File: config.mk
export PLATFORM = sky130hd
export DESIGN_NAME = acfu_top
export DESIGN_NICKNAME = d
export VERILOG_FILES = /design/src/verilog/acfu_pkg.sv /design/src/verilog/acfu_align_decode.sv /design/src/verilog/acfu_top.sv
export SDC_FILE = /design/constraint.sdc
export NUM_CORES = 1
export LEC_CHECK = 0
export ABC_AREA = 1
export BUFFER_PORTS_ARGS = -buffer_cell sky130_fd_sc_hd__buf_2
export CAP_MARGIN = 20
export CELL_PAD_IN_SITES_DETAIL_PLACEMENT = 1
export CELL_PAD_IN_SITES_GLOBAL_PLACEMENT = 1
export CORE_MARGIN = 3
export CORE_UTILIZATION = 26
export DETAILED_ROUTE_END_ITERATION = 10
export PLACE_DENSITY = 0.82
export SLEW_MARGIN = 20
export SYNTH_ARGS = -nofsm -noshare
export SYNTH_HDL_FRONTEND = slang
export SYNTH_SLANG_ARGS = --single-unit
File: constraint.sdc
create_clock -name CLK_I -period 1.9 [get_ports CLK_I]
set_input_delay 0.38 -clock CLK_I [delete_from_list [all_inputs] [get_ports CLK_I]]
set_output_delay 0.38 -clock CLK_I [all_outputs]
set_load 0.01 [all_outputs]
File: src/verilog/acfu_pkg.sv
// Shared constants and types for the alignment check fault unit
package acfu_pkg;

  // Exception vectors and codes
  localparam logic [7:0] MISALIGN_VECTOR = 8'h11;
  localparam logic [7:0] PROT_VECTOR = 8'h0d;
  localparam logic [31:0] MISALIGN_ERR_CODE = 32'h0000_0000;
  localparam logic [31:0] PROT_ERR_CODE = 32'h0000_0000;

  // Privilege levels
  localparam logic [1:0] USER_PL = 2'h3;

  // Low address bits that the checks look at
  localparam int ADDR_LO_W = 4;

  // Alignment masks: address bits that must be zero
  localparam logic [3:0] MASK_NONE = 4'h0;
  localparam logic [3:0] MASK_WORD = 4'h1;
  localparam logic [3:0] MASK_DWORD = 4'h3;
  localparam logic [3:0] MASK_QWORD = 4'h7;
  localparam logic [3:0] MASK_DQWORD = 4'hf;

  typedef enum logic [4:0] {
    DT_BYTE, DT_WORD, DT_DWORD, DT_SINGLE, DT_DOUBLE, DT_EXT80,
    DT_QWORD, DT_DQWORD, DT_SELECTOR, DT_FAR32, DT_FAR48, DT_PTR32,
    DT_TABLE_REG, DT_ENV_AREA, DT_SAVE_AREA, DT_BIT_STRING, DT_XSTATE_AREA
  } acfu_dtype_t;

  typedef enum logic [1:0] {
    ACC_DATA, ACC_STACK, ACC_FETCH, ACC_SYSSEG
  } acfu_kind_t;

  typedef enum logic [1:0] {
    IC_PLAIN, IC_UNALIGNED_MOVE, IC_XSTATE, IC_FP_STATE
  } acfu_iclass_t;

  typedef struct packed {
    acfu_dtype_t dtype;
    logic opsz32;
    acfu_kind_t kind;
    acfu_iclass_t iclass;
    logic implicit_pl0;
    logic [15:0] cs;
    logic [31:0] ip;
  } acfu_req_t;

  typedef struct packed {
    logic [7:0] vector;
    logic is_fault;
    logic err_push;
    logic [31:0] err_code;
    logic [15:0] cs;
    logic [31:0] ip;
  } acfu_rpt_t;

endpackage

File: src/verilog/acfu_align_decode.sv
// Required alignment decode per operand data type
`timescale 1ns/1ps
`default_nettype none
module acfu_align_decode (
  input wire acfu_pkg::acfu_dtype_t dtype_i,
  input wire logic opsz32_i,
  input wire acfu_pkg::acfu_iclass_t iclass_i,
  output logic [3:0] mask_o,
  output logic ac_type_o,
  output logic wide16_o
);

  always_comb begin
    mask_o = acfu_pkg::MASK_NONE;
    wide16_o = 1'b0;
    case (dtype_i)
      acfu_pkg::DT_WORD,
      acfu_pkg::DT_SELECTOR,
      acfu_pkg::DT_FAR32: mask_o = acfu_pkg::MASK_WORD;
      acfu_pkg::DT_DWORD,
      acfu_pkg::DT_SINGLE,
      acfu_pkg::DT_FAR48,
      acfu_pkg::DT_PTR32: mask_o = acfu_pkg::MASK_DWORD;
      acfu_pkg::DT_TABLE_REG: mask_o = acfu_pkg::MASK_DWORD;
      acfu_pkg::DT_DOUBLE,
      acfu_pkg::DT_EXT80,
      acfu_pkg::DT_QWORD: mask_o = acfu_pkg::MASK_QWORD;
      acfu_pkg::DT_ENV_AREA,
      acfu_pkg::DT_SAVE_AREA: begin
        mask_o = opsz32_i ? acfu_pkg::MASK_DWORD : acfu_pkg::MASK_WORD;
      end
      acfu_pkg::DT_BIT_STRING: begin
        mask_o = opsz32_i ? acfu_pkg::MASK_DWORD : acfu_pkg::MASK_WORD;
      end
      acfu_pkg::DT_DQWORD: begin
        // Unaligned moves relax to quadword checking only
        if (iclass_i == acfu_pkg::IC_UNALIGNED_MOVE) begin
          mask_o = acfu_pkg::MASK_QWORD;
        end else begin
          mask_o = acfu_pkg::MASK_DQWORD;
          wide16_o = 1'b1;
        end
      end
      acfu_pkg::DT_XSTATE_AREA: begin
        mask_o = acfu_pkg::MASK_DQWORD;
        wide16_o = 1'b1;
      end
      default: mask_o = acfu_pkg::MASK_NONE;
    endcase
  end

  // Only word, dword and qword boundaries are eligible
  assign ac_type_o = (mask_o == acfu_pkg::MASK_WORD) ||
                     (mask_o == acfu_pkg::MASK_DWORD) ||
                     (mask_o == acfu_pkg::MASK_QWORD);

endmodule
`default_nettype wire

File: src/verilog/acfu_top.sv
// Alignment check fault unit: detects misaligned data operands
//
// Function
// - Misaligned operand fault reported as vector 17, class fault.
// - Only data and stack accesses checked; never fetches or system segments.
// - Word at odd address or dword not multiple of 4 is misaligned.
// - Divisors: 8 quad/double/ext, 16 dquad, 4 single/ptr32/far48, 2 sel/far32.
// - Table register stores checked for 4-byte alignment.
// - FP environment and save areas need 4 or 2 by operand size.
// - Bit strings need 2 or 4 by operand-size attribute.
// - Alignment fault only for word, dword or qword boundary types and extended state areas.
// - Misaligned 128-bit operand gives protection fault, except unaligned moves.
// - Checking needs mask bit, flag bit and privilege level 3.
// - Implicit level-0 references never raise the alignment fault.
// - Extended state area needs 16 bytes; alignment or protection fault by choice.
// - Unaligned 128-bit moves never protection fault; may alignment fault off 8.
// - FP full-state save and restore references are checked.
// - Saved code segment and pointer name the faulting instruction.
// - Faulting instruction does not commit; program restartable there.
`timescale 1ns/1ps
`default_nettype none
module acfu_top #(
  parameter int ADDR_W = 32,
  parameter bit XSTATE_RAISES_MISALIGN = 1'b1,
  parameter bit UMOVE_RAISES_MISALIGN = 1'b1
) (
  input wire logic CLK_I,
  input wire logic NRST_I,
  input wire logic REQ_VALID_I,
  input wire acfu_pkg::acfu_req_t REQ_I,
  input wire logic [ADDR_W-1:0] ADDR_I,
  input wire logic ALIGN_MASK_BIT_I,
  input wire logic ALIGN_CHECK_FLAG_I,
  input wire logic [1:0] CURRENT_PRIVILEGE_LEVEL_I,
  input wire logic DELIV_ACK_I,
  output logic REQ_READY_O,
  output logic SUPPRESS_O,
  output logic MISALIGN_FAULT_O,
  output logic GENERAL_PROTECTION_FAULT_O,
  output var acfu_pkg::acfu_rpt_t REPORT_O
);

  initial begin
    if (ADDR_W < acfu_pkg::ADDR_LO_W) begin
      $error("ADDR_W too small for alignment checks");
    end
  end

  typedef enum logic [1:0] {
    ST_IDLE,
    ST_MISALIGN,
    ST_PROT
  } acfu_state_t;

  acfu_state_t state_reg;
  acfu_state_t state_next;
  acfu_pkg::acfu_rpt_t rpt_reg;
  acfu_pkg::acfu_rpt_t rpt_next;

  logic take;
  logic check_en;
  logic data_acc;
  logic [3:0] addr_lo;
  logic [3:0] req_mask;
  logic ac_type;
  logic wide16;
  logic mis;
  logic ac_hit;
  logic gp_hit;

  function automatic logic misaligned(input logic [3:0] a, input logic [3:0] m);
    return |(a & m);
  endfunction

  acfu_align_decode u_decode (
    .dtype_i(REQ_I.dtype),
    .opsz32_i(REQ_I.opsz32),
    .iclass_i(REQ_I.iclass),
    .mask_o(req_mask),
    .ac_type_o(ac_type),
    .wide16_o(wide16)
  );

  assign addr_lo = ADDR_I[acfu_pkg::ADDR_LO_W-1:0];
  assign take = REQ_VALID_I && REQ_READY_O;

  assign check_en = ALIGN_MASK_BIT_I && ALIGN_CHECK_FLAG_I &&
                    (CURRENT_PRIVILEGE_LEVEL_I == acfu_pkg::USER_PL);

  assign data_acc = (REQ_I.kind == acfu_pkg::ACC_DATA) ||
                    (REQ_I.kind == acfu_pkg::ACC_STACK);

  assign mis = misaligned(addr_lo, req_mask);

  // Fault decision; the two are exclusive by construction
  always_comb begin
    ac_hit = 1'b0;
    gp_hit = 1'b0;
    if (take && data_acc && mis) begin
      if (wide16) begin
        // Extended state area may take the alignment fault when checking is on
        if (REQ_I.dtype == acfu_pkg::DT_XSTATE_AREA && check_en &&
            XSTATE_RAISES_MISALIGN && !REQ_I.implicit_pl0) begin
          ac_hit = 1'b1;
        end else begin
          gp_hit = 1'b1;
        end
      end else if (check_en && ac_type && !REQ_I.implicit_pl0) begin
        if (REQ_I.iclass == acfu_pkg::IC_UNALIGNED_MOVE) begin
          ac_hit = UMOVE_RAISES_MISALIGN;
        end else begin
          ac_hit = 1'b1;
        end
      end
    end
  end

  // Pipeline must drop the access in the same cycle
  assign SUPPRESS_O = ac_hit || gp_hit;

  // Only one fault outstanding; core stalls until delivery takes it
  assign REQ_READY_O = (state_reg == ST_IDLE);
  assign MISALIGN_FAULT_O = (state_reg == ST_MISALIGN);
  assign GENERAL_PROTECTION_FAULT_O = (state_reg == ST_PROT);
  assign REPORT_O = rpt_reg;

  always_comb begin
    state_next = state_reg;
    case (state_reg)
      ST_IDLE: begin
        if (ac_hit) begin
          state_next = ST_MISALIGN;
        end else if (gp_hit) begin
          state_next = ST_PROT;
        end
      end
      ST_MISALIGN,
      ST_PROT: begin
        if (DELIV_ACK_I) begin
          state_next = ST_IDLE;
        end
      end
      default: state_next = ST_IDLE;
    endcase
  end

  always_ff @(posedge CLK_I) begin
    if (!NRST_I) begin
      state_reg <= ST_IDLE;
    end else begin
      state_reg <= state_next;
    end
  end

  always_comb begin
    rpt_next = rpt_reg;
    if (ac_hit) begin
      rpt_next.vector = acfu_pkg::MISALIGN_VECTOR;
      rpt_next.is_fault = 1'b1;
      rpt_next.err_push = 1'b1;
      rpt_next.err_code = acfu_pkg::MISALIGN_ERR_CODE;
      rpt_next.cs = REQ_I.cs;
      rpt_next.ip = REQ_I.ip;
    end else if (gp_hit) begin
      rpt_next.vector = acfu_pkg::PROT_VECTOR;
      rpt_next.is_fault = 1'b1;
      rpt_next.err_push = 1'b1;
      rpt_next.err_code = acfu_pkg::PROT_ERR_CODE;
      rpt_next.cs = REQ_I.cs;
      rpt_next.ip = REQ_I.ip;
    end
  end

  always_ff @(posedge CLK_I) begin
    if (!NRST_I) begin
      rpt_reg <= '0;
    end else begin
      rpt_reg <= rpt_next;
    end
  end
endmodule
`default_nettype wire

==> impl_summary.log, run 1 <==
INFO  metric clock.fmax = 511 MHz
INFO  metric final.period_utilization = 103%
INFO  metric finalSetupViolCount = 1
INFO  metric final_stage_net_count = roughly 570
INFO  metric finalCriticalPeriod = between 1.5 and 2 ns
INFO  metric yosysTopAreaCellShare = approximately 43%
INFO  metric worst-endpoint-arrival = 1.58 ns
INFO  metric grt_antenna_before_repair = 0
INFO  metric clock_latency = 0.30 ns
INFO  metric post-place-cells = roughly 560
INFO  metric post_route_cells_drive_above_1_share = between 30% and 40%
INFO  metric cts_root_buf = clkbuf_8
INFO  metric synthDistinctLibCells = 28
INFO  metric coreArea = ~9000 um^2
INFO  metric grt_usage = 13.2%
INFO  metric chipWidth = a little over 100 um
INFO  metric ios = slightly below 200
INFO  metric placement.cell_area = about 3100 um^2
INFO  metric critical_path.startpoint_type = primary input
INFO  metric failed_checks = setup timing
INFO  metric gp_congestion = around 0.73
INFO  metric synthesis.area = between 2000 and 2500 um^2
INFO  metric die_area = 10600 um^2
INFO  metric critical_path_peak_fanout = 5
INFO  metric leakagePower = between 0.0015 and 0.002 uW
INFO  metric yosys.cell_count.top_type = nor2_1
INFO  metric p_r_area_growth_vs_syn = 38.1%
INFO  metric initial_utilization = a little over a quarter
INFO  metric rsz0062_at_grt = yes
INFO  metric critPathCaptureType = output pin
INFO  metric first_pass_iters = 4
INFO  metric worst_slack = -0.0583 ns
INFO  metric hold_path_class = primary input to register
INFO  metric drv_cap = 0
INFO  metric route.detailed.wl_per_inst = between 10 and 15 um
INFO  metric vias_per_cell = ~4.3
INFO  metric clkTransAtPathRegs = about 0.10 ns
INFO  metric final.setup.tns = -0.0583 ns
INFO  metric maxSlewViolCount = 0
INFO  metric setup.worst_path.class = primary input to output pin
INFO  metric detail_route.wirelength = just under 8000 um
INFO  metric htree_levels = 2
INFO  metric rows = 34
INFO  metric cts-buffers-inserted = 5
INFO  metric yosysWarningCount = 0
INFO  metric fin_area = between 3000 and 4000 um^2
INFO  metric synth_sequential_area_ratio = 43.2%
INFO  metric grt_first_pass_wirelength = 11300 um
INFO  metric gr-total-overflow = 0
INFO  metric timing.clock.skew = between 0.008 and 0.009 ns
INFO  metric drc = 0
INFO  metric layout.filler_cells = between 1000 and 1500
INFO  metric synth-seq-cells = 53
INFO  metric netlist_instances = 332
INFO  metric cts_num_sinks = between 50 and 60
INFO  metric first_iter_violations = 43
INFO  metric run_status = finished with violations
INFO  metric cts.hold.buffers_added = 0
INFO  metric synth_edf_count = 0
INFO  metric dr_vias = 2512
INFO  metric synthesis.area_per_instance = 7.39 um^2
INFO  metric max-clock-path-buffers = 2
INFO  metric synthArstFlopShare = 0%
INFO  metric tritoncts_clock_tree = built
INFO  metric report.final.hold_viol_count = 0
INFO  metric post-dp-hpwl = around 5600 um
INFO  metric synth_top_cell_by_area = dfxtp_1
INFO  metric pin_count_of_the_biggest_net_entering_global_routing = 26
INFO  metric ys.flop_type = dfxtp_1
INFO  metric port_buffers = roughly 130
INFO  metric peakVddDrop = slightly above 0.0003 V
INFO  metric die-height = 103 um
INFO  metric via_count_of_the_first_global_routing_pass = 2485
INFO  metric synth_commonest_cells = 111 x nor2_1, 53 x dfxtp_1, 49 x o21ai_0
INFO  metric final_antenna_net_count = 0
INFO  metric multi_input_logic_area = roughly 1100 um^2
INFO  metric cp.required = 1.52 ns
INFO  metric largest_register_ff_count = 51
INFO  metric ys_top_cells_by_area = dfxtp_1 43%, nor2_1 17%, buf_4 12%
INFO  metric area.sequential = approximately 1100 um^2
INFO  metric layout.cells.non_filler = 581
INFO  metric antenna_cells = 0
INFO  metric ratio_of_total_power_to_cell_area = approximately 600 nW/um^2
routing by layer:
| metal | part of all wire (%) | vias to the layer above | track usage (%) |
|---|---|---|---|
| li1 | - | 1242 | - |
| met2 | 51 | 105 | 24.6 |
| met1 | 39 | 1156 | 14.1 |
| met4 | 1.0 | 0 | 3.29 |
| met3 | 8.5 | 9 | 4.53 |
| met5 | 0 | - | 0 |
final timing paths:
kind	from	to	slack, ns	cells past startpoint
worst max-delay path	REQ_I[56]	SUPPRESS_O	-0.06	12
worst max register to register	state_reg[0]	REPORT_O[37]	0.13	12
worst min-delay path	REQ_I[31]	REPORT_O[31]	0.29	3
worst min register to register	REPORT_O[84]	REPORT_O[84]	0.48	2
cell usage in the layout (no fill, tap or decap), types with 2 or more instances in the layout:
cell / netlist / layout
a21oi_1: 2 / 2
buf_12: 1 / 3
buf_2: 6 / 124
buf_4: 39 / 18
buf_6: 1 / 3
buf_8: 1 / 2
clkbuf_16: 0 / 2
clkbuf_8: 0 / 5
conb_1: 1 / 36
dfxtp_1: 53 / 52
ha_1: 3 / 2
inv_1: 15 / 13
inv_2: 2 / 2
inv_6: 0 / 2
nand2_1: 22 / 20
nand2_2: 2 / 4
nand3_1: 4 / 4
nand3_2: 4 / 4
nand4_1: 2 / 2
nor2_1: 111 / 104
nor2_2: 1 / 6
nor2_4: 0 / 2
o21ai_0: 49 / 34
o21ai_1: 0 / 15
metrics by stage:
step                util, %  power (uW)  hold WS (ns)  worst slack, ns
floorplan                 -        1300         0.481            0.142
global placement       34.9        1350         0.458           -0.133
detailed placement     34.9        1360         0.466           -0.263
CTS                    36.9        2040         0.281          -0.0457
global route           37.9        2110         0.286           -0.165
finish                 37.9        2000         0.293          -0.0583
layout make-up:
cell class	instances	share of cell area (%)
Tap cell	108	3.99
Clock buffer	6	2.14
Clock inverter	2	0.406
Inverter	17	2.10
Timing Repair Buffer	152	27.4
Multi-Input combinational cell	243	32.6
Sequential cell	53	31.4
power breakdown:
part / internal [uW] / switching (uW) / leakage, uW / total (uW)
Sequential: 1120 / 4.78 / 0.000428 / 1120
Combinational: 107 / 134 / 0.00143 / 240
Clock: 264 / 376 / 0.0000456 / 640
worst max-delay path, cell delays in order:
cell,delay [ns]
buf_2,0.13
nor2_2,0.18
nand2_1,0.08
nor2_1,0.12
nor2_1,0.07
nand2_1,0.07
nand2_1,0.06
nand3_2,0.10
nand3_2,0.09
nand2_2,0.10
buf_6,0.11
buf_6,0.09
what timing repair did:
action,4_1_cts,5_1_grt
endpoints found under the setup margin,4,46
gates resized for setup,16,26
gates cloned,0,2
setup buffers,6,1
pin swaps,7,2
logic make-up after synthesis:
logic type / count (synthesis) / synth area share, %
buffers and inverters: 71 / 18.6
DFF: 53 / 43.2
and+or+nand+nor: 149 / 24.9
adders and majority gates: 3 / 1.53
AOI/OAI and AO/OA: 55 / 11.6
other: 1 / 0.153
Note: power is estimated with default switching activity, not from simulation.
==> inputs of run 2 (changes only) <==
Settings changed: CORE_UTILIZATION 26 to 25, PLACE_DENSITY 0.82 to 0.8, SYNTH_HIERARCHICAL from default to 1, TNS_END_PERCENT from default to 10.
==> impl_summary.log, run 2 <==
INFO  metric run_status = finished, final reports clean (was finished with violations)
INFO  metric timing.clock.skew = 0.00511 ns (was 0.00832 ns)
INFO  metric post_route_cells_drive_above_1_share = 35.6% (was 38.7%)
INFO  metric gr-total-overflow = 0 (unchanged)
INFO  metric synth_simple_gate_area_share = 25.1% (was 24.9%)
INFO  metric synth-compound-area-share = 12.4% (was 11.6%)
INFO  metric cts-buffers-inserted = 5 (unchanged)
INFO  metric antenna_cells = 0 (unchanged)
INFO  metric cts.hold.buffers_added = 0 (unchanged)
INFO  metric setup.reg_to_reg.worst_slack = 0.16 ns (was 0.13 ns)
INFO  metric die_area = 11000 um^2 (was 10600 um^2)
INFO  metric final_common_cell = buf_2 (unchanged)
INFO  metric fin_total_pwr = 2040 uW (was 2000 uW)
INFO  metric clock_latency = 0.30 ns (about the same)
INFO  metric peakVddDrop = 0.000251 V (was 0.000305 V)
INFO  metric max-clock-path-buffers = 2 (unchanged)
INFO  metric layout.filler_cells = 1247 (was 1177)
INFO  metric most-common-layout-cells = 121 x buf_2, 112 x nor2_1, 53 x dfxtp_1 (was 124 x buf_2, 104 x nor2_1, 52 x dfxtp_1)
INFO  metric power_switching_share = 26.2% (was 25.7%)
INFO  metric ys.flop_type = dfxtp_1 (unchanged)
INFO  metric worst-endpoint-arrival = 1.50 ns (was 1.58 ns)
INFO  metric ios = 193 (unchanged)
INFO  metric first_iter_violations = 51 (was 43)
INFO  metric grt_antenna_before_repair = 0 (unchanged)
INFO  metric drv_cap = 0 (unchanged)
INFO  metric cts_num_sinks = 53 (unchanged)
INFO  metric gp_congestion = 0.757 (was 0.733)
INFO  metric post-place-cells = 585 (was 564)
INFO  metric clockPowerShare = 30.3% (was 31.9%)
INFO  metric critical_path.startpoint_type = primary input (unchanged)
INFO  metric ratio_of_total_power_to_cell_area = 609 nW/um^2 (was 592 nW/um^2)
INFO  metric r2r-end = REPORT_O[42] (was REPORT_O[37])
INFO  metric timing.critical_path.from = REQ_I[56] (unchanged)
INFO  metric power.share.combinational = 14.2% (was 12.0%)
INFO  metric grt_usage = 13.0% (was 13.2%)
INFO  metric synth_edf_count = 0 (unchanged)
INFO  metric yosys.area_share.adder = 1.53% (unchanged)
INFO  metric die-height = 105 um (was 103 um)
INFO  metric critical_path_peak_fanout = 7 (was 5)
INFO  metric postLayoutCoreUtil = 35.8% (was 37.9%)
INFO  metric htree_levels = 2 (unchanged)
INFO  metric maxSlewViolCount = 0 (unchanged)
INFO  metric synth_sequential_area_ratio = 43.2% (unchanged)
INFO  metric rsz0062_at_grt = yes (unchanged)
INFO  metric final_antenna_net_count = 0 (unchanged)
INFO  metric final.period_utilization = 98.7% (was 103%)
INFO  metric largest_register_ff_count = 51 (unchanged)
INFO  metric pin_count_of_the_biggest_net_entering_global_routing = 33 (was 26)
INFO  metric sequentialPowerShare = 55.5% (was 56.1%)
INFO  metric post-dp-hpwl = 5660 um (was 5610 um)
INFO  metric chipWidth = 105 um (was 103 um)
INFO  metric coreArea = 9370 um^2 (was 8930 um^2)
INFO  metric first_pass_iters = 3 (was 4)
INFO  metric ys_top_cells_by_area = dfxtp_1 43%, nor2_1 18%, buf_4 12% (was dfxtp_1 43%, nor2_1 17%, buf_4 12%)
INFO  metric port_buffers = 127 (unchanged)
INFO  metric yosysTopAreaCellShare = 43.2% (unchanged)
INFO  metric yosys.cell_count.top_type = nor2_1 (unchanged)
INFO  metric cp.required = 1.52 ns (about the same)
INFO  metric internal_power = 1510 uW (was 1490 uW)
INFO  metric clock.fmax = 533 MHz (was 511 MHz)
INFO  metric grt_first_pass_wirelength = 12100 um (was 11300 um)
INFO  metric power_switching = 534 uW (was 515 uW)
INFO  metric clkTransAtPathRegs = 0.10 ns (about the same)
INFO  metric yosysWarningCount = 6 (was 0)
INFO  metric synth_xor_area_share = 0% (unchanged)
INFO  metric route.detailed.wl_per_inst = 12.8 um (was 13.2 um)
INFO  metric drc = 0 (unchanged)
INFO  metric critPathCaptureType = output pin (unchanged)
INFO  metric vias_per_cell = 4.18 (was 4.32)
INFO  metric final_stage_net_count = 570 (was 574)
INFO  metric synthArstFlopShare = 0% (unchanged)
INFO  metric synthDistinctLibCells = 26 (was 28)
INFO  metric via_count_of_the_first_global_routing_pass = 2515 (was 2485)
INFO  metric hold_path_class = primary input to register (unchanged)
INFO  metric tritoncts_clock_tree = built (unchanged)
INFO  metric synth_commonest_cells = 115 x nor2_1, 53 x dfxtp_1, 51 x o21ai_0 (was 111 x nor2_1, 53 x dfxtp_1, 49 x o21ai_0)
INFO  metric rr_startpoint = state_reg[0] (unchanged)
INFO  metric leakagePower = 0.00185 uW (was 0.00190 uW)
INFO  metric proportion_of_synthesized_area_in_mux_cells = 0% (unchanged)
INFO  metric cts_root_buf = clkbuf_8 (unchanged)
INFO  metric dominant_combinational_cell_family_by_area_after_synthesis = simple AND/OR/NAND/NOR gates (unchanged)
INFO  metric p_r_area_growth_vs_syn = 36.6% (was 38.1%)
INFO  metric setup.worst_path.class = primary input to output pin (unchanged)
INFO  metric rows = 35 (was 34)
INFO  metric dr_vias = 2500 (was 2512)
INFO  metric layout.cells.non_filler = 598 (was 581)
INFO  metric finalSetupViolCount = 0 (was 1)
INFO  metric report.final.hold_viol_count = 0 (unchanged)
INFO  metric initial_utilization = 26.2% (was 27.5%)
INFO  metric netlist_instances = 337 (was 332)
INFO  metric finalCriticalPeriod = 1.88 ns (was 1.96 ns)
INFO  metric reg2regPathDepth = 11 (was 12)
INFO  metric synthesis.area = 2450 um^2 (unchanged)
INFO  metric synthesis.area_per_instance = 7.28 um^2 (was 7.39 um^2)
INFO  metric critical_path.endpoint = SUPPRESS_O (unchanged)
INFO  metric detail_route.wirelength = 7640 um (was 7690 um)
INFO  metric synth_top_cell_by_area = dfxtp_1 (unchanged)
INFO  metric synth-seq-cells = 53 (unchanged)
==> run 2: power by group through the flow <==
| stage | Clock [uW] | Sequential [uW] | Combinational [uW] |
|---|---|---|---|
| finish | 619 | 1130 | 289 |
| global route | 703 | 1130 | 325 |
| CTS | 661 | 1130 | 281 |
| detailed placement | 0 | 1160 | 263 |
| global placement | 0 | 1160 | 258 |
| floorplan | 0 | 1160 | 188 |
==> run 2: repair_timing <==
item                       in CTS  in global routing
setup endpoints to repair       1                 49
buffers inserted                3                  1
pin swaps                       6                  5
gates resized for setup        18                  6
cloned                          0                  1
==> run 2: worst max-delay path, cell delays in order <==
cell and delay (ns):
buf_4 0.14, nand3b_1 0.17, nand2_2 0.10, nor2_4 0.11, nand2_1 0.06, nand2_1 0.08, nand2_2 0.08, o21ai_4 0.18
nor2_4 0.07, buf_6 0.12
==> run 2: how the worst min path moves through the flow <==
stage / start / endpoint / cells past startpoint / slack, ns
final: REQ_I[44] / REPORT_O[44] / 3 / 0.30
after global routing: REQ_I[45] / REPORT_O[45] / 3 / 0.29
after CTS: REQ_I[15] / REPORT_O[15] / 3 / 0.29
after floorplan: state_reg[1] / state_reg[1] / 2 / 0.47
after global placement: REPORT_O[86] / REPORT_O[86] / 2 / 0.46
after detailed placement: REPORT_O[86] / REPORT_O[86] / 2 / 0.47
==> run 2: through the flow <==
stage               setup TNS [ns]  hold slack, ns  instance area [um^2]  setup slack, ns
finish                           0           0.299                  3350           0.0245
global route               -0.0780           0.293                  3350          -0.0640
CTS                              0           0.288                  3300         0.000118
detailed placement          -11.48           0.471                  3130           -0.261
global placement             -8.96           0.457                  3130           -0.190
floorplan                        0           0.468                  2580           0.0809
==> run 2: cells by family after synthesis <==
group,after synthesis
AOI/OAI and AO/OA,59
adders and majority gates,3
buffers and inverters,69
DFF,53
other,1
and+or+nand+nor,152
==> run 2: final cells by class <==
type	instances	area (um^2)	share of cell area, %
Clock buffer	6	72.6	2.16
Clock inverter	2	10.0	0.299
Inverter	15	61.3	1.83
Multi-Input combinational cell	250	1130	33.8
Sequential cell	53	1060	31.7
Tap cell	129	161	4.82
Timing Repair Buffer	143	852	25.4
==> run 2: routing by layer <==
layer / GRT usage (%) / vias to the layer above / share of wire [%]
li1: - / 1242 / -
met1: 15.3 / 1163 / 42
met2: 23.6 / 87 / 51
met3: 3.03 / 8 / 6.0
met4: 3.66 / 0 / 1.7
met5: 0 / - / 0
==> inputs of run 3 (changes only) <==
Settings changed: ABC_AREA 1 to default, CORE_UTILIZATION 25 to 27, PLACE_DENSITY 0.8 to 0.82.
==> impl_summary.log, run 3 <==
INFO  metric power_switching_share = 27.0% (was 26.2%)
INFO  metric most-common-layout-cells = 123 x buf_2, 53 x dfxtp_1, 49 x nand3_1 (was 121 x buf_2, 112 x nor2_1, 53 x dfxtp_1)
INFO  metric cp_slowest_stage_delay = 0.38 ns (was 0.18 ns)
INFO  metric report.final.hold_viol_count = 0 (unchanged)
INFO  metric synth_sequential_area_ratio = 41.4% (was 43.2%)
INFO  metric max-clock-path-buffers = 2 (unchanged)
INFO  metric cts_num_sinks = 53 (unchanged)
INFO  metric cts-buffers-inserted = 5 (unchanged)
INFO  metric failed_checks = setup timing
INFO  metric post-dp-hpwl = 6380 um (was 5660 um)
INFO  metric cts_root_buf = clkbuf_8 (unchanged)
INFO  metric clockPowerShare = 33.9% (was 30.3%)
INFO  metric grt_usage = 15.7% (was 13.0%)
INFO  metric hold_path_class = primary input to register (unchanged)
INFO  metric critPathCaptureType = output pin (unchanged)
INFO  metric post_route_cells_drive_above_1_share = 45.2% (was 35.6%)
INFO  metric critical_path.startpoint_type = primary input (unchanged)
INFO  metric power.share.combinational = 17.2% (was 14.2%)
INFO  metric tritoncts_clock_tree = built (unchanged)
INFO  metric synthArstFlopShare = 0% (unchanged)
INFO  metric synthesis.area = 2560 um^2 (was 2450 um^2)
INFO  metric rsz0062_at_grt = yes (unchanged)
INFO  metric cp.required = 1.52 ns (about the same)
INFO  metric grt_antenna_before_repair = 0 (unchanged)
INFO  metric final.period_utilization = 115% (was 98.7%)
INFO  metric detail_route.wirelength = 9310 um (was 7640 um)
INFO  metric cp_slowest_cell = or3_4 (was o21ai_4)
INFO  metric finalCriticalPeriod = 2.18 ns (was 1.88 ns)
INFO  metric synth_top_cell_by_area = dfxtp_1 (unchanged)
INFO  metric sequentialPowerShare = 48.9% (was 55.5%)
INFO  metric first_pass_iters = 4 (was 3)
INFO  metric cts.hold.buffers_added = 0 (unchanged)
INFO  metric largest_register_ff_count = 51 (unchanged)
INFO  metric initial_utilization = 28.5% (was 26.2%)
INFO  metric final_stage_net_count = 549 (was 570)
INFO  metric port_buffers = 127 (unchanged)
INFO  metric coreArea = 8980 um^2 (was 9370 um^2)
INFO  metric final_common_cell = buf_2 (unchanged)
INFO  metric die-height = 103 um (was 105 um)
INFO  metric htree_levels = 2 (unchanged)
INFO  metric timing.clock.skew = 0.00697 ns (was 0.00511 ns)
INFO  metric setup.reg_to_reg.worst_slack = -0.12 ns (was 0.16 ns)
INFO  metric rows = 34 (was 35)
INFO  metric dpl_worst_slack = -0.484 ns (was -0.261 ns)
INFO  metric ys_top_cells_by_area = dfxtp_1 41%, buf_4 12%, a21oi_1 10% (was dfxtp_1 43%, nor2_1 18%, buf_4 12%)
INFO  metric synth-seq-cells = 53 (unchanged)
INFO  metric grt_first_pass_wirelength = 13400 um (was 12100 um)
INFO  metric p_r_area_growth_vs_syn = 46.9% (was 36.6%)
INFO  metric leakagePower = 0.00163 uW (was 0.00185 uW)
INFO  metric gr-total-overflow = 0 (unchanged)
INFO  metric cell_breakdown_of_the_critical_path = buf_6 > nor2b_4 > or3_4 > a21oi_4 > a22oi_2 > a211o_4 > nor2_4 > buf_6 (was buf_4 > nand3b_1 > nand2_2 > nor2_4 > nand2_1 > nand2_1 > nand2_2 > o21ai_4 > nor2_4 > buf_6)
INFO  metric ratio_of_total_power_to_cell_area = 610 nW/um^2 (was 609 nW/um^2)
INFO  metric final.setup.tns = -5.55 ns (was 0 ns)
INFO  metric netlist_instances = 313 (was 337)
INFO  metric antenna_cells = 0 (unchanged)
INFO  metric internal_power = 1670 uW (was 1510 uW)
INFO  metric first_iter_violations = 65 (was 51)
INFO  metric power_switching = 620 uW (was 534 uW)
INFO  metric pin_count_of_the_biggest_net_entering_global_routing = 36 (was 33)
INFO  metric clock.fmax = 460 MHz (was 533 MHz)
INFO  metric finalSetupViolCount = 53 (was 0)
INFO  metric cp_common_cell = buf_6
INFO  metric yosys.cell_count.top_type = dfxtp_1 (was nor2_1)
INFO  metric final_antenna_net_count = 0 (unchanged)
INFO  metric worst_slack = -0.276 ns (was 0.0245 ns)
INFO  metric drv_cap = 0 (unchanged)
INFO  metric yosysWarningCount = 6 (unchanged)
INFO  metric peakVddDrop = 0.000316 V (was 0.000251 V)
INFO  metric ios = 193 (unchanged)
INFO  metric ys.flop_type = dfxtp_1 (unchanged)
INFO  metric synthesis.area_per_instance = 8.18 um^2 (was 7.28 um^2)
INFO  metric via_count_of_the_first_global_routing_pass = 2720 (was 2515)
INFO  metric synth_commonest_cells = 53 x dfxtp_1, 52 x a21oi_1, 50 x nand3_1 (was 115 x nor2_1, 53 x dfxtp_1, 51 x o21ai_0)
INFO  metric yosysTopAreaCellShare = 41.4% (was 43.2%)
INFO  metric synthDistinctLibCells = 39 (was 26)
INFO  metric gp_congestion = 0.831 (was 0.757)
INFO  metric worst-endpoint-arrival = 1.80 ns (was 1.50 ns)
INFO  metric route.detailed.wl_per_inst = 16.2 um (was 12.8 um)
INFO  metric clkTransAtPathRegs = 0.11 ns (was 0.10 ns)
INFO  metric clock_latency = 0.31 ns (was 0.30 ns)
INFO  metric synth_edf_count = 0 (unchanged)
INFO  metric critical_path_peak_fanout = 2 (was 7)
INFO  metric dr_vias = 2715 (was 2500)
INFO  metric die_area = 10700 um^2 (was 11000 um^2)
INFO  metric vias_per_cell = 4.74 (was 4.18)
INFO  metric chipWidth = 103 um (was 105 um)
INFO  metric setup.worst_path.class = primary input to output pin (unchanged)
INFO  metric drc = 0 (unchanged)
INFO  metric maxSlewViolCount = 0 (unchanged)
INFO  metric run_status = finished with violations (was finished, final reports clean)
[run 3: critical path, delay by kind of cell]
family	cells	cell delay [ns]
buf+inv	2	0.21
compound gates	3	0.57
simple gates	3	0.63
[run 3: power groups by stage]
stage / clock, uW / sequential [uW] / combinational (uW)
floorplan: 0 / 1150 / 207
global placement: 0 / 1150 / 307
detailed placement: 0 / 1150 / 315
CTS: 813 / 1120 / 349
global route: 861 / 1120 / 425
finish: 777 / 1120 / 395
[run 3: final cells by class]
| type | instances | area (um^2) |
|---|---|---|
| fillers | 1112 | 5220 |
| multi-input cells | 227 | 1400 |
| flip-flops and latches | 53 | 1060 |
| repair buffers | 157 | 1020 |
| well taps | 126 | 158 |
| clock buffers | 5 | 68.8 |
| clock inverters | 2 | 38.8 |
| inverters | 3 | 11.3 |
[run 3: logic make-up after synthesis]
logic type / Yosys count / share of synthesized area [%]
AO/OA/AOI/OAI: 116 / 25.5
AND/OR/NAND/NOR: 70 / 14.6
buffers and inverters: 68 / 16.1
flip-flops: 53 / 41.4
adder cells (fa/ha/maj): 3 / 1.47
other: 1 / 0.146
XOR/XNOR: 1 / 0.342
multiplexers: 1 / 0.391
[run 3: metrics by stage]
stage | area (um^2) | power, uW | hold WS, ns | cells | util [%]
floorplan | 2740 | 1360 | 0.498 | 348 | -
global placement | 3330 | 1450 | 0.458 | 557 | 37.1
detailed placement | 3330 | 1460 | 0.468 | 557 | 37.1
CTS | 3570 | 2280 | 0.301 | 570 | 39.7
global route | 3760 | 2410 | 0.305 | 573 | 41.9
finish | 3760 | 2290 | 0.311 | 573 | 41.9
[run 3: path summary, 6_finish.rpt]
kind | start | end | cells after the start
min | REQ_I[45] | REPORT_O[45] | 3
min reg2reg | REPORT_O[15] | REPORT_O[15] | 2
max reg2reg | state_reg[0] | REPORT_O[86] | 8
max | REQ_I[49] | SUPPRESS_O | 8
[run 3: what timing repair did]
action,4_1_cts,5_1_grt
gates cloned,2,2
pin swaps,8,22
setup endpoints to repair,53,53
gates resized for setup,68,35
buffers inserted,5,1
[run 3: per-layer routing]
layer,track usage (%),vias up,part of all wire [%]
met4,3.59,0,1.0
met3,4.29,11,6.9
met2,28.1,101,51
li1,-,1308,-
met5,0,-,0
met1,18.5,1295,41
